`config.mk`:
```
export PLATFORM = sky130hd
export DESIGN_NAME = ufs_device_descriptor_store
export DESIGN_NICKNAME = d
export VERILOG_FILES = /design/src/rtl/descriptor_store_pkg.sv /design/src/rtl/ufs_device_descriptor_store.sv
export VERILOG_INCLUDE_DIRS = /design/src /design/src/rtl
export SDC_FILE = /design/constraint.sdc
export NUM_CORES = 1
export LEC_CHECK = 0
export BUFFER_PORTS_ARGS = -buffer_cell sky130_fd_sc_hd__buf_2
export CORE_AREA = 2 2 73 75
export DETAILED_ROUTE_END_ITERATION = 7
export DIE_AREA = 0 0 75 77
export GPL_TIMING_DRIVEN = 1
export HOLD_SLACK_MARGIN = 0.03
export PLACE_DENSITY = 0.83
export SYNTH_ARGS = -nofsm -noshare
export SYNTH_HDL_FRONTEND = slang
export SYNTH_SLANG_ARGS = --single-unit
```
`constraint.sdc`:
```
create_clock -name core_clk -period 8.31 [get_ports core_clk]
set_clock_uncertainty 0.15 [all_clocks]
set_input_delay 0.4155 -clock core_clk [delete_from_list [all_inputs] [get_ports core_clk]]
set_output_delay 0.4155 -clock core_clk [all_outputs]
set_load 0.1 [all_outputs]
```
`src/rtl/descriptor_store_map.svh`:
```
// Field values, byte offsets and bus map of the device descriptor store
`ifndef DESCRIPTOR_STORE_MAP_SVH
`define DESCRIPTOR_STORE_MAP_SVH

// Device descriptor field values
`define DD_SIZE            8'h40
`define DD_TYPE_ID         8'h00
`define DD_DEVICE_TYPE     8'h00
`define DD_CLASS           8'h00
`define DD_SUBCLASS        8'h00
`define DD_PROTOCOL        8'h00
`define DD_LU_COUNT        8'h01
`define DD_WLU_COUNT       8'h04
`define DD_BOOT_EN         8'h00
`define DD_DESC_ACC_EN     8'h00
`define DD_INIT_PWR_MODE   8'h01
`define DD_HIPRI_LUN       8'h7F
`define DD_SEC_REMOVAL     8'h03
`define DD_SECURITY_LU     8'h01
`define DD_BG_STOP_LAT     8'h0F
`define DD_INIT_CUR_LVL    8'h0F
`define DD_SPEC_VERSION    16'h0210
`define DD_MAKER_IDX       8'h00
`define DD_PRODUCT_IDX     8'h01
`define DD_SERIAL_IDX      8'h03
`define DD_OEM_IDX         8'h04
`define DD_FIRST_UNIT_OFS  8'h10
`define DD_UNIT_CFG_LEN    8'h10
`define DD_XFER_LIMIT      8'h02
`define DD_TIME_POLICY     16'h0000
`define DD_FEATURES        8'h01
`define DD_FWU_TIMEOUT     8'h07
`define DD_QUEUE_DEPTH     8'h20
`define DD_DEV_VERSION     16'h0000
`define DD_SECURE_AREAS    8'h20
`define DD_PRELOAD_TIMEOUT 8'h11
`define DD_REVISION_IDX    8'h02

// Byte offsets of fields that take a parameter value, and of the last field
`define OFS_MFG_DATE       8'h12
`define OFS_MAKER_ID       8'h18
`define OFS_PRELOAD_SIZE   8'h27
`define OFS_LAST_FIELD     8'h2C

// String descriptor layouts
`define STR_TYPE           8'h05
`define STR_MAKER_LEN      8'h12
`define STR_PRODUCT_LEN    8'h22
`define STR_SERIAL_LEN     8'h0C
`define STR_OEM_LEN        8'h32
`define STR_REV_LEN        8'h04

// Unit descriptor header
`define UNIT_SIZE          8'h23
`define UNIT_TYPE_ID       8'h02

// Register bus map (word index = addr)
`define REG_DESC_SEL       4'h0
`define REG_BYTE_OFS       4'h1
`define REG_READ_DATA      4'h2
`define REG_AVAIL_LEN      4'h3
`define REG_STATUS         4'h4

// Descriptor selectors
`define SEL_DEVICE         3'h0
`define SEL_STRING_INFO    3'h1
`define SEL_UNIT           3'h2
`endif

```
`src/rtl/descriptor_store_pkg.sv`:
```
// Types shared by the descriptor store
package descriptor_store_pkg;
  typedef struct packed {
    logic [3:0]  addr;
    logic [31:0] wdata;
    logic        wr;
    logic        rd;
  } bus_req_t;

  typedef enum logic [1:0] {
    ST_IDLE = 2'b00,
    ST_READ = 2'b01
  } access_state_t;

  typedef struct packed {
    logic [2:0]    sel;
    logic [7:0]    ofs;
    logic [7:0]    idx;
    logic [31:0]   rdata;
    logic          overrun;
    access_state_t state;
  } store_state_t;
endpackage

```
`src/rtl/ufs_device_descriptor_store.sv`:
```
// Read-only descriptor store reached by byte offset over a plain register port
// Notes on behaviour
// (RL1) Device descriptor reports size 64 and type id zero in first two bytes.
// (RL2) Device class byte is zero, mass storage.
// (RL3) Subclass byte is zero, embedded bootable.
// (RL4) Command protocol byte is zero, SCSI.
// (RL5) Four well-known units and one ordinary logical unit, one byte each.
// (RL6) Background stop latency byte reads fifteen.
// (RL7) Initial current level byte reads fifteen.
// (RL8) Maker string at index zero, length 0x12, type 5, Unicode.
// (RL9) Product string at index one, length 0x22, type 5, Unicode.
// (RL10) Serial string at index three, length 0xC: CRC, date, random, reserved.
// (RL11) OEM string at index four, length 0x32, type 5, blank.
// (RL12) Revision string at index two, length 4: major then minor version.
// (RL13) Two-byte maker identity code is a descriptor field set by module parameter.
// (RL14) First unit offset 16 and unit config length 16, one byte each.
// (RL15) At most two outstanding ready-to-transfer requests, advertised in one byte.
// (RL16) Time update policy reads zero in a two-byte field.
// (RL17) Feature byte 0x01: firmware update and reflow preloading supported.
// (RL18) Firmware update timeout byte reads seven.
// (RL19) Thirty-two secure protect areas and command queue depth thirty-two.
// (RL20) Preload max size is four bytes, capacity dependent; preload timeout 0x11.
// (RL21) Unit descriptors report size 0x23 and type id 0x02.
// (RL22) Bytes in field order, multi-byte big-endian; reads stop at declared length.
`timescale 1ns/1ps
`default_nettype none
`include "descriptor_store_map.svh"

module ufs_device_descriptor_store #(
  parameter logic [15:0] MAKER_IDENTITY_CODE = 16'h00A5,       // Arbitrary value
  parameter logic [31:0] PRELOAD_MAX_SIZE    = 32'h0000_0000,
  parameter logic [15:0] MFG_DATE            = 16'h0000
) (
  input  wire logic                           core_clk,
  input  wire logic                           rst_n,
  input  wire descriptor_store_pkg::bus_req_t bus_req,
  output logic [31:0]                         rdata
);

  descriptor_store_pkg::store_state_t state_ff;
  descriptor_store_pkg::store_state_t nxt_state;

  // Device descriptor byte at a given offset; zero past the last field
  function automatic logic [7:0] device_byte(input logic [7:0] o);
    logic [7:0] b;
    b = 8'h00;
    unique case (o)
      8'h00: b = `DD_SIZE;                               // see RL1
      8'h01: b = `DD_TYPE_ID;                            // see RL1
      8'h02: b = `DD_DEVICE_TYPE;
      8'h03: b = `DD_CLASS;                              // see RL2
      8'h04: b = `DD_SUBCLASS;                           // see RL3
      8'h05: b = `DD_PROTOCOL;                           // see RL4
      8'h06: b = `DD_LU_COUNT;                           // see RL5
      8'h07: b = `DD_WLU_COUNT;                          // see RL5
      8'h08: b = `DD_BOOT_EN;
      8'h09: b = `DD_DESC_ACC_EN;
      8'h0A: b = `DD_INIT_PWR_MODE;
      8'h0B: b = `DD_HIPRI_LUN;
      8'h0C: b = `DD_SEC_REMOVAL;
      8'h0D: b = `DD_SECURITY_LU;
      8'h0E: b = `DD_BG_STOP_LAT;                        // see RL6
      8'h0F: b = `DD_INIT_CUR_LVL;                       // see RL7
      8'h10: b = 8'(`DD_SPEC_VERSION >> 8);              // see RL22
      8'h11: b = 8'(`DD_SPEC_VERSION);
      `OFS_MFG_DATE: b = MFG_DATE[15:8];
      8'h13: b = MFG_DATE[7:0];
      8'h14: b = `DD_MAKER_IDX;                          // see RL8
      8'h15: b = `DD_PRODUCT_IDX;                        // see RL9
      8'h16: b = `DD_SERIAL_IDX;                         // see RL10
      8'h17: b = `DD_OEM_IDX;                            // see RL11
      `OFS_MAKER_ID: b = MAKER_IDENTITY_CODE[15:8];      // see RL13
      8'h19: b = MAKER_IDENTITY_CODE[7:0];               // see RL13
      8'h1A: b = `DD_FIRST_UNIT_OFS;                     // see RL14
      8'h1B: b = `DD_UNIT_CFG_LEN;                       // see RL14
      8'h1C: b = `DD_XFER_LIMIT;                         // see RL15
      8'h1D: b = 8'(`DD_TIME_POLICY >> 8);               // see RL16
      8'h1E: b = 8'(`DD_TIME_POLICY);                    // see RL16
      8'h1F: b = `DD_FEATURES;                           // see RL17
      8'h20: b = `DD_FWU_TIMEOUT;                        // see RL18
      8'h21: b = `DD_QUEUE_DEPTH;                        // see RL19
      8'h22: b = 8'(`DD_DEV_VERSION >> 8);
      8'h23: b = 8'(`DD_DEV_VERSION);
      8'h24: b = `DD_SECURE_AREAS;                       // see RL19
      `OFS_PRELOAD_SIZE: b = PRELOAD_MAX_SIZE[31:24];    // see RL20
      8'h28: b = PRELOAD_MAX_SIZE[23:16];
      8'h29: b = PRELOAD_MAX_SIZE[15:8];
      8'h2A: b = PRELOAD_MAX_SIZE[7:0];
      8'h2B: b = `DD_PRELOAD_TIMEOUT;                    // see RL20
      `OFS_LAST_FIELD: b = `DD_REVISION_IDX;             // see RL12
      default: b = 8'h00;
    endcase
    return b;
  endfunction

  // String layout by index: {type, length}; unknown index reads zero
  function automatic logic [15:0] string_info(input logic [7:0] i);
    logic [15:0] r;
    r = 16'h0000;
    unique case (i)
      `DD_MAKER_IDX:    r = {`STR_TYPE, `STR_MAKER_LEN};     // see RL8
      `DD_PRODUCT_IDX:  r = {`STR_TYPE, `STR_PRODUCT_LEN};   // see RL9
      `DD_REVISION_IDX: r = {`STR_TYPE, `STR_REV_LEN};       // see RL12
      `DD_SERIAL_IDX:   r = {`STR_TYPE, `STR_SERIAL_LEN};    // see RL10
      `DD_OEM_IDX:      r = {`STR_TYPE, `STR_OEM_LEN};       // see RL11
      default:          r = 16'h0000;
    endcase
    return r;
  endfunction

  // Declared length of the selected descriptor
  function automatic logic [7:0] avail_len(input logic [2:0] s, input logic [7:0] i);
    logic [7:0] l;
    l = 8'h00;
    unique case (s)
      `SEL_DEVICE:      l = `DD_SIZE;
      `SEL_STRING_INFO: l = 8'(string_info(i));
      `SEL_UNIT:        l = `UNIT_SIZE;
      default:          l = 8'h00;
    endcase
    return l;
  endfunction

  logic [7:0] cur_len;
  logic [7:0] cur_byte;

  always_comb begin
    cur_len  = avail_len(state_ff.sel, state_ff.idx);
    cur_byte = 8'h00;
    unique case (state_ff.sel)
      `SEL_DEVICE: cur_byte = device_byte(state_ff.ofs);
      `SEL_UNIT: begin
        if (state_ff.ofs == 8'h00) begin
          cur_byte = `UNIT_SIZE;                         // see RL21
        end else if (state_ff.ofs == 8'h01) begin
          cur_byte = `UNIT_TYPE_ID;                      // see RL21
        end else if (state_ff.ofs == 8'h02) begin
          cur_byte = state_ff.idx;
        end
      end
      default: cur_byte = 8'h00;
    endcase
  end

  always_comb begin
    nxt_state       = state_ff;
    nxt_state.state = descriptor_store_pkg::ST_IDLE;
    nxt_state.rdata = 32'h0000_0000;
    if (bus_req.wr) begin
      unique case (bus_req.addr)
        `REG_DESC_SEL: begin
          nxt_state.sel     = bus_req.wdata[2:0];
          nxt_state.idx     = bus_req.wdata[15:8];
          nxt_state.ofs     = 8'h00;
          nxt_state.overrun = 1'b0;
        end
        `REG_BYTE_OFS: begin
          nxt_state.ofs     = bus_req.wdata[7:0];
          nxt_state.overrun = 1'b0;
        end
        default: nxt_state.sel = state_ff.sel;
      endcase
    end else if (bus_req.rd) begin
      nxt_state.state = descriptor_store_pkg::ST_READ;
      unique case (bus_req.addr)
        `REG_DESC_SEL:  nxt_state.rdata = {16'h0000, state_ff.idx, 5'h00, state_ff.sel};
        `REG_BYTE_OFS:  nxt_state.rdata = {24'h000000, state_ff.ofs};
        `REG_READ_DATA: begin
          // Past the declared length the window returns zero and flags overrun
          if (state_ff.ofs < cur_len) begin                     // see RL22
            nxt_state.rdata = {24'h000000, cur_byte};
            nxt_state.ofs   = state_ff.ofs + 8'h01;
          end else begin
            nxt_state.overrun = 1'b1;                           // see RL22
          end
        end
        `REG_AVAIL_LEN: begin
          if (state_ff.sel == `SEL_STRING_INFO) begin
            nxt_state.rdata = {16'h0000, string_info(state_ff.idx)};
          end else begin
            nxt_state.rdata = {24'h000000, cur_len};
          end
        end
        `REG_STATUS:    nxt_state.rdata = {31'h0000_0000, state_ff.overrun};
        default:        nxt_state.rdata = 32'h0000_0000;
      endcase
    end
  end

  always_ff @(posedge core_clk or negedge rst_n) begin
    if (!rst_n) begin
      state_ff <= '0;
    end else begin
      state_ff <= nxt_state;
    end
  end

  assign rdata = state_ff.rdata;

endmodule
`default_nettype wire

```
Word level (Yosys, flattened, before mapping)
Memories as Yosys holds them, arrays and structs flattened.
Cells that the tools add are included.
{ "op_classes": {"n_eq_ne": 15, "add_sub_neg": 1, "reduce_logical": 12, "n_mux": 21, "magnitude_cmp": 1} }
{ "op_table": {"columns": ["op", "count"], "rows": [
  ["$pmux 32 s5", 1],
  ["$mux 8", 9],
  ["$pmux 11 s5", 1],
  ["$mux 35", 1],
  ["$mux 32", 1],
  ["$pmux 8 s2", 2],
  ["$eq 8x2->1 const B", 3],
  ["$pmux 8 s3", 1],
  ["$eq 8x1->1 const B", 2],
  ["$logic_not 8->1", 2],
  ["$mux 16", 1],
  ["$add 8x1->8 const B", 1],
  ["$eq 4x2->1 const B", 2],
  ["$eq 8x3->1 const B", 1],
  ["$lt 8x8->1", 1],
  ["$reduce_and 4->1", 2],
  ["$reduce_bool 2->1", 3],
  ["$eq 4x1->1 const B", 1],
  ["$eq 4x3->1 const B", 1],
  ["$logic_not 4->1", 1],
  ["$mux 1", 4],
  ["$ne 2x2->1 const B", 2],
  ["$eq 3x1->1 const B", 1],
  ["$eq 3x2->1 const B", 1],
  ["other kinds (5)", 5]
]} }
{ "word_totals": {"memories": 1, "output_inout_bits": 32, "input_bits": 40, "register_bits": 52, "elab_cells": 56, "rom_bits": 512} }
{ "memory_table": {"columns": ["memory", "depth", "width", "read_ports", "rd_clocked_by_memory_dff", "wr", "line_no", "source"], "rows": [
  ["(name not given)", 64, 8, 1, 0, 0, "ufs_device_descriptor_store.sv:47", "unique case (o)"]
]} }

Depth between registers and ports, before layout
Gate-level depths: netlist of the first run.
{ "depth": {"depth_word": 9, "mapped_depth": 11} }

Worst setup path before layout of the first run
No wires, ideal clock.
{ "synth_path": {"path_type": "register to register", "start": "register state_ff[52] (netlist name)", "end": "register state_ff[47] (netlist name)", "synth_period_minus_slack_ns": 2.833, "path_buffers": 0, "setup_time_ns": 0.126, "stages_incl_launch_ff": 11, "arrival_time_ns": 2.557, "slack_ns": 5.477, "path_cell_list": "dfrtp_1 > nor4b_1 > nand2_1 > nor3b_1 > nand2_1 > ha_1 > a21oi_1 > a31oi_4 > nor2_4 > o21ai_1 > a221o_1"} }
{ "synth_between": {"elab_chain_len": 5} }
{ "synth_lines": {"columns": ["element", "line_no", "source"], "rows": [
  ["start, declared", "ufs_device_descriptor_store.sv:40", "descriptor_store_pkg::store_state_t state_ff;"],
  ["start signal, assigned", "ufs_device_descriptor_store.sv:194", "state_ff <= nxt_state;"],
  ["$eq 3x2->1, or another cell as far along", "ufs_device_descriptor_store.sv:115", "unique case (s)"],
  ["$pmux 8 s3 (*)", "ufs_device_descriptor_store.sv:115", null],
  ["$lt 8x8->1 (*)", "ufs_device_descriptor_store.sv:170", "if (state_ff.ofs < cur_len) begin"],
  ["$reduce_bool 2->1 (no source line) (*)", null, null],
  ["$reduce_and 4->1 (no source line) (*)", null, null]
]} }
Every way passes the cells marked *; elsewhere a longest branch is shown, timed or not.
A chain may end at the register's enable or synchronous reset.

Final worst setup path of the first run
Same ends and word-level chain as after synthesis.

==> flow_metrics.py, run 1 <==
metrics = {
    "route": {
        "drtAntennaViolNets": 0,
        "drt_iter0_markers": 246,
        "firstDrtPassIters": 5,
        "num_vias": 2291,
        "wirelength_mm": 6.35,
        "post-route-drc-count": 0,
        "wire_per_inst_um": 16.3,
        "via_per_inst": 5.87,
    },
    "cells_and_area": {
        "area_growth_pct": 4.12,
        "instances_no_fill": 390,
        "ff_latch_area_um2": 901,
        "n_fill_cell": 463,
        "drive_above_1_share": 0.222,
        "multi_input_area_mm2": 0.00155,
        "fin_nets": 371,
        "insertedDiodeCount": 0,
    },
    "power_and_ir_drop": {
        "fin_total_pwr_uw": 634,
        "p_per_area_mw_per_mm2": 220,
        "peakVddDrop_uv": 121,
        "power_leakage_uw": 0.00130,
    },
    "setup_path": {
        "r2r-end": "state_ff[47]",
        "worstPathRequired_ns": 8.34,
        "crit_top_cell": "nand2_1",
        "regToRegSetupSlack_ns": 4.80,
        "crit_chain": "nor4b_1 > nand2_1 > nor3b_1 > nand2_1 > ha_1 > a21oi_1 > a31oi_4 > nor2_4 > o21ai_1 > a221o_1",
        "timing.rr.start": "state_ff[52]",
        "ff2ff_path_depth": 10,
        "critPathKind": "reg2reg",
        "critPathLaunchType": "register",
        "cp_slowest_cell": "nor3b_1",
        "slowest_delay_ns": 0.53,
        "cp_max_fo": 7,
        "critPathCaptureType": "register",
        "worst-endpoint-arrival_ns": 3.54,
    },
    "clock_network": {
        "h-tree-depth": 2,
        "hold_buffers": 0,
        "cts_setup_buffers": 0,
        "cts_resized": 0,
        "path_clk_slew_ns": 0.08,
        "numCtsBuffers": 5,
        "clk_path_buf_depth": 2,
        "clock_latency_ns": 0.29,
        "cts-root-buf": "clkbuf_8",
        "cts_tree": "done",
        "cts_sinks": 36,
    },
    "yosys": {
        "ys_warn_count": 0,
        "synth_ff_type": "dfrtp_1",
        "yosysSeqAreaShare": 0.326,
        "synthCells": 306,
        "ys_seq_elements": 36,
        "synthArstFlopShare": 1.00,
        "syn_area_per_cell_um2": 9.04,
        "synth_edf_count": 0,
        "yosys.area.top_type": "dfrtp_1",
        "synth.most_common_cell": "dfrtp_1",
        "ys_top_cells_by_count": "dfrtp_1, buf_4, nor2_1",
        "synth.area.top_cells": "dfrtp_1, buf_4, mux2_2",
        "syn-cell-area_mm2": 0.00277,
        "yosysUniqueCellTypes": 61,
        "yosys.area.top_type_share": 0.326,
    },
    "timing": {
        "hold_ws_ns": 0.0498,
        "fin_crit_ns": 3.51,
        "fin_tns_setup_ns": 0,
        "worst_pin_slew_ns": 0.856,
        "slew-limit-headroom": 0.427,
        "period_share": 0.422,
        "slew_viol_final": 0,
        "rsz0062_at_grt": "no",
        "fmax_mhz": 285,
        "finalHoldViolCount": 0,
        "finalSetupViolCount": 0,
    },
    "place": {
        "dp_hpwl_mm": 4.77,
        "dp_cells": 382,
        "portBuffers": 39,
        "place_congestion": 0.935,
    },
    "die": {
        "fp.dieArea_mm2": 0.00578,
        "rows": 26,
        "core_area_mm2": 0.00498,
        "floorplan.initialDensity": 0.556,
        "die_x_um": 75,
        "io_pins": 72,
        "die_h_um": 77,
    },
    "global_route": {
        "antenna_found_initial": 0,
        "grt_pass1_vias": 2046,
        "grt_usage": 0.232,
        "grt_overflow_total": 0,
        "grt_max_degree": 37,
        "grt_pass1_wl_mm": 10.3,
    },
    "flow_run": {
        "maxCapViolCount": 0,
    },
    "min_path": {
        "hp-class": "in2async",
    },
    "status": {
        "status": "complete, no violations",
    },
}
cell type report:
type	count	area share
well taps	70	0.0304
clock inverters	3	0.0148
clock buffers	5	0.0239
inverters	10	0.0130
flip-flops and latches	36	0.313
repair buffers	39	0.0678
multi-input cells	227	0.537
layout by cell type (no fill, tap or decap), types with 3 or more instances in the layout:
| cell type | n |
|---|---|
| nand2b_1 | 5 |
| nor3_1 | 6 |
| inv_1 | 9 |
| nor2_1 | 28 |
| nor2b_1 | 3 |
| a32oi_1 | 3 |
| a211oi_1 | 4 |
| buf_2 | 39 |
| nand3_1 | 11 |
| dfrtp_1 | 36 |
| mux2i_1 | 10 |
| o21ai_0 | 12 |
| ha_1 | 12 |
| a21oi_1 | 19 |
| o211ai_1 | 3 |
| mux2_2 | 14 |
| a22oi_1 | 4 |
| nand2_1 | 17 |
| nor4_1 | 4 |
| o22ai_1 | 4 |
| conb_1 | 16 |
| clkbuf_8 | 5 |
| and3_1 | 3 |
| a31oi_1 | 3 |
| and2_1 | 7 |
registers in the layout (all words and copies together), names as in the netlist:
register	flops
rdata	16
state_ff	20
how the worst max path moves through the flow:
stage | cells past startpoint | startpoint | endpoint
3_5_place_dp | 10 | state_ff[52] | state_ff[47]
4_1_cts | 10 | state_ff[52] | state_ff[47]
5_1_grt | 11 | state_ff[52] | state_ff[44]
6_report | 10 | state_ff[52] | state_ff[47]
3_3_place_gp | 10 | state_ff[42] | state_ff[47]
2_1_floorplan | 10 | state_ff[52] | state_ff[47]
power by group:
| group | switching (uW) | internal [uW] | leakage [uW] |
|---|---|---|---|
| clock network | 65.4 | 88.7 | 0.0000541 |
| registers | 54.3 | 198 | 0.000468 |
| logic | 141 | 86.9 | 0.000777 |
| total | 260 | 373 | 0.00130 |
metal layers:
layer | GRT usage | part of all wire
met1 | 0.319 | 0.41
met2 | 0.354 | 0.47
met4 | 0.0839 | 0.032
met5 | 0 | 0
met3 | 0.0526 | 0.087
through the flow:
stage | util | setup WS, ns | area [um^2]
finish | 0.578 | 4.80 | 2880
floorplan | - | 5.48 | 2820
detailed placement | 0.556 | 4.87 | 2770
global route | 0.578 | 4.55 | 2880
global placement | 0.556 | 4.86 | 2770
CTS | 0.578 | 4.84 | 2880
worst max-delay path: cells and delay by family (launching register included):
kind            cells  cell delay [ns]
fa+ha+maj           1             0.33
compound gates      4             0.97
flops               1             0.44
simple gates        5             1.49
cell families after synthesis:
family / Yosys count / share of synthesized area
muxes: 24 / 0.0932
AOI/OAI and AO/OA: 72 / 0.180
DFF: 36 / 0.326
adders and majority gates: 12 / 0.0543
xor gates and xnor gates: 2 / 0.00634
buffers and inverters: 58 / 0.135
and+or+nand+nor: 101 / 0.204
other: 1 / 0.00136
Note: power is estimated with default switching activity, not from simulation.
==> run 2: changes to the inputs <==
--- a/config.mk
+++ b/config.mk
@@ -7,12 +7,12 @@
 export NUM_CORES = 1
 export LEC_CHECK = 0
 export BUFFER_PORTS_ARGS = -buffer_cell sky130_fd_sc_hd__buf_2
-export CORE_AREA = 2 2 73 75
+export CORE_AREA = 2 2 79 81
 export DETAILED_ROUTE_END_ITERATION = 7
-export DIE_AREA = 0 0 75 77
+export DIE_AREA = 0 0 81 83
 export GPL_TIMING_DRIVEN = 1
 export HOLD_SLACK_MARGIN = 0.03
-export PLACE_DENSITY = 0.83
+export PLACE_DENSITY = 0.75
 export SYNTH_ARGS = -nofsm -noshare
 export SYNTH_HDL_FRONTEND = slang
 export SYNTH_SLANG_ARGS = --single-unit
==> constraint.sdc (replaced) <==
create_clock -name core_clk -period 3.2 [get_ports core_clk]
set_clock_uncertainty 0.15 [all_clocks]
set_input_delay 0.16 -clock core_clk [delete_from_list [all_inputs] [get_ports core_clk]]
set_output_delay 0.16 -clock core_clk [all_outputs]
set_load 0.1 [all_outputs]
==> flow_metrics.py, run 2 (synthesis gave the netlist of run 1 again) <==
metrics = {
    "global_route": {
        "grt_max_degree": 37,
        "grt_usage": 0.207,
        "antenna_found_initial": 0,
        "grt_pass1_vias": 2209,
        "grt_overflow_total": 0,
        "grt_pass1_wl_mm": 11.0,
    },
    "cells_and_area": {
        "largest_reg_flops": 20,
        "drive_above_1_share": 0.250,
        "final_cell_mix": "buf_2, dfrtp_1, nor2_1",
        "fin_nets": 395,
        "instances_no_fill": 419,
        "insertedDiodeCount": 0,
        "layout_commonest_cell": "buf_2",
        "area_growth_pct": 12.8,
        "top_register": "state_ff",
    },
    "clock_network": {
        "cts_tree": "done",
        "numCtsBuffers": 5,
        "cts-root-buf": "clkbuf_8",
        "clk_path_buf_depth": 2,
        "clock_latency_ns": 0.29,
        "cts_setup_buffers": 0,
        "h-tree-depth": 2,
        "cts_sinks": 36,
        "path_clk_slew_ns": 0.07,
    },
    "status": {
        "status": "complete, no violations",
    },
    "route": {
        "drtAntennaViolNets": 0,
        "via_per_inst": 5.72,
        "wire_per_inst_um": 16.4,
        "num_vias": 2397,
        "post-route-drc-count": 0,
        "drt_iter0_markers": 239,
        "wirelength_mm": 6.86,
        "firstDrtPassIters": 5,
    },
    "die": {
        "die_h_um": 83,
        "die_x_um": 81,
        "rows": 28,
        "floorplan.initialDensity": 0.475,
        "io_pins": 72,
        "core_area_mm2": 0.00582,
        "fp.dieArea_mm2": 0.00672,
    },
    "power_and_ir_drop": {
        "power_leakage_uw": 0.00141,
        "peakVddDrop_uv": 324,
        "p_per_area_mw_per_mm2": 525,
    },
    "setup_path": {
        "critPathCaptureType": "register",
        "critPathKind": "reg2reg",
        "critPathLaunchType": "register",
        "cp_max_fo": 5,
        "worst-endpoint-arrival_ns": 3.19,
        "worstPathRequired_ns": 3.26,
    },
    "min_path": {
        "hp-class": "in2reg",
    },
    "timing": {
        "fmax_mhz": 320,
        "finalSetupViolCount": 0,
        "fin_crit_ns": 3.12,
        "slew_viol_final": 0,
        "finalHoldViolCount": 0,
        "worst_pin_slew_ns": 0.852,
        "hold_ws_ns": 0.0751,
        "slew-limit-headroom": 0.430,
        "period_share": 0.976,
    },
    "place": {
        "portBuffers": 39,
        "dp_hpwl_mm": 4.98,
        "dp_cells": 397,
        "place_congestion": 0.981,
    },
    "flow_run": {
        "maxCapViolCount": 0,
    },
}
## run 2: cell count changes in the layout (fill, tap and decap cells not counted), sizes merged
cell and delta:
clkinvlp -1, dlygate4sd3 +14, buf +10, clkinv +2, bufinv -1
## run 2: area by class of cell
| type | count | area (um^2) |
|---|---|---|
| fillers | 553 | 2700 |
| clock inverters | 3 | 18.8 |
| clock buffers | 5 | 68.8 |
| well taps | 75 | 93.8 |
| multi-input cells | 227 | 1590 |
| flip-flops and latches | 36 | 901 |
| repair buffers | 63 | 410 |
| inverters | 10 | 37.5 |
## run 2: critical path, stage by stage (launching register included)
cell	delay, ns
dfrtp_1	0.45
nor4_4	0.33
nand2_2	0.13
nor3b_1	0.22
buf_4	0.17
nand2_1	0.07
ha_1	0.33
a21oi_1	0.23
a31oi_4	0.19
or3_4	0.45
o22a_1	0.23
nor2_1	0.09
## run 2: report_power, final
group	switching, uW	leakage (uW)	internal, uW
clock	166	0.0000479	152
combinational	401	0.000895	272
sequential	135	0.000468	513
## run 2: stage by stage
| step | utilization | setup TNS (ns) | cell area, um^2 | power (uW) | worst slack [ns] |
|---|---|---|---|---|---|
| detailed placement | 0.490 | -0.213 | 2850 | 1280 | -0.0869 |
| global placement | 0.490 | -0.0139 | 2850 | 1260 | -0.0114 |
| floorplan | - | 0 | 2820 | 1120 | 0.367 |
| CTS | 0.530 | 0 | 3080 | 1610 | 0.00437 |
| finish | 0.536 | 0 | 3120 | 1640 | 0.0757 |
| global route | 0.536 | -0.0131 | 3120 | 1740 | -0.0100 |
## run 2: path summary, 6_finish.rpt
path,cells after the start,slack (ns),startpoint,endpoint
worst max-delay path,11,0.08,state_ff[41],rdata[6]
worst min-delay path,3,0.08,bus_req[8],state_ff[49]
worst max register to register,11,0.08,state_ff[41],rdata[6]
worst min register to register,2,0.45,state_ff[2],state_ff[2]
max in group asynchronous,2,2.08,rst_n,rdata[1]
min in group asynchronous,2,0.33,rst_n,state_ff[2]
## run 2: routing by layer
layer,vias to the layer above,share of wire,GRT usage
li1,1131,-,-
met1,1132,0.43,0.294
met2,116,0.47,0.311
met3,18,0.078,0.0457
met4,0,0.026,0.0663
met5,-,0,0
## run 2: repair_timing
item                       4_1_cts  5_1_grt
setup endpoints to repair        9       13
hold endpoints to repair        49        0
pin swaps                        0        3
hold buffers                    14        0
gates resized for setup          1        6
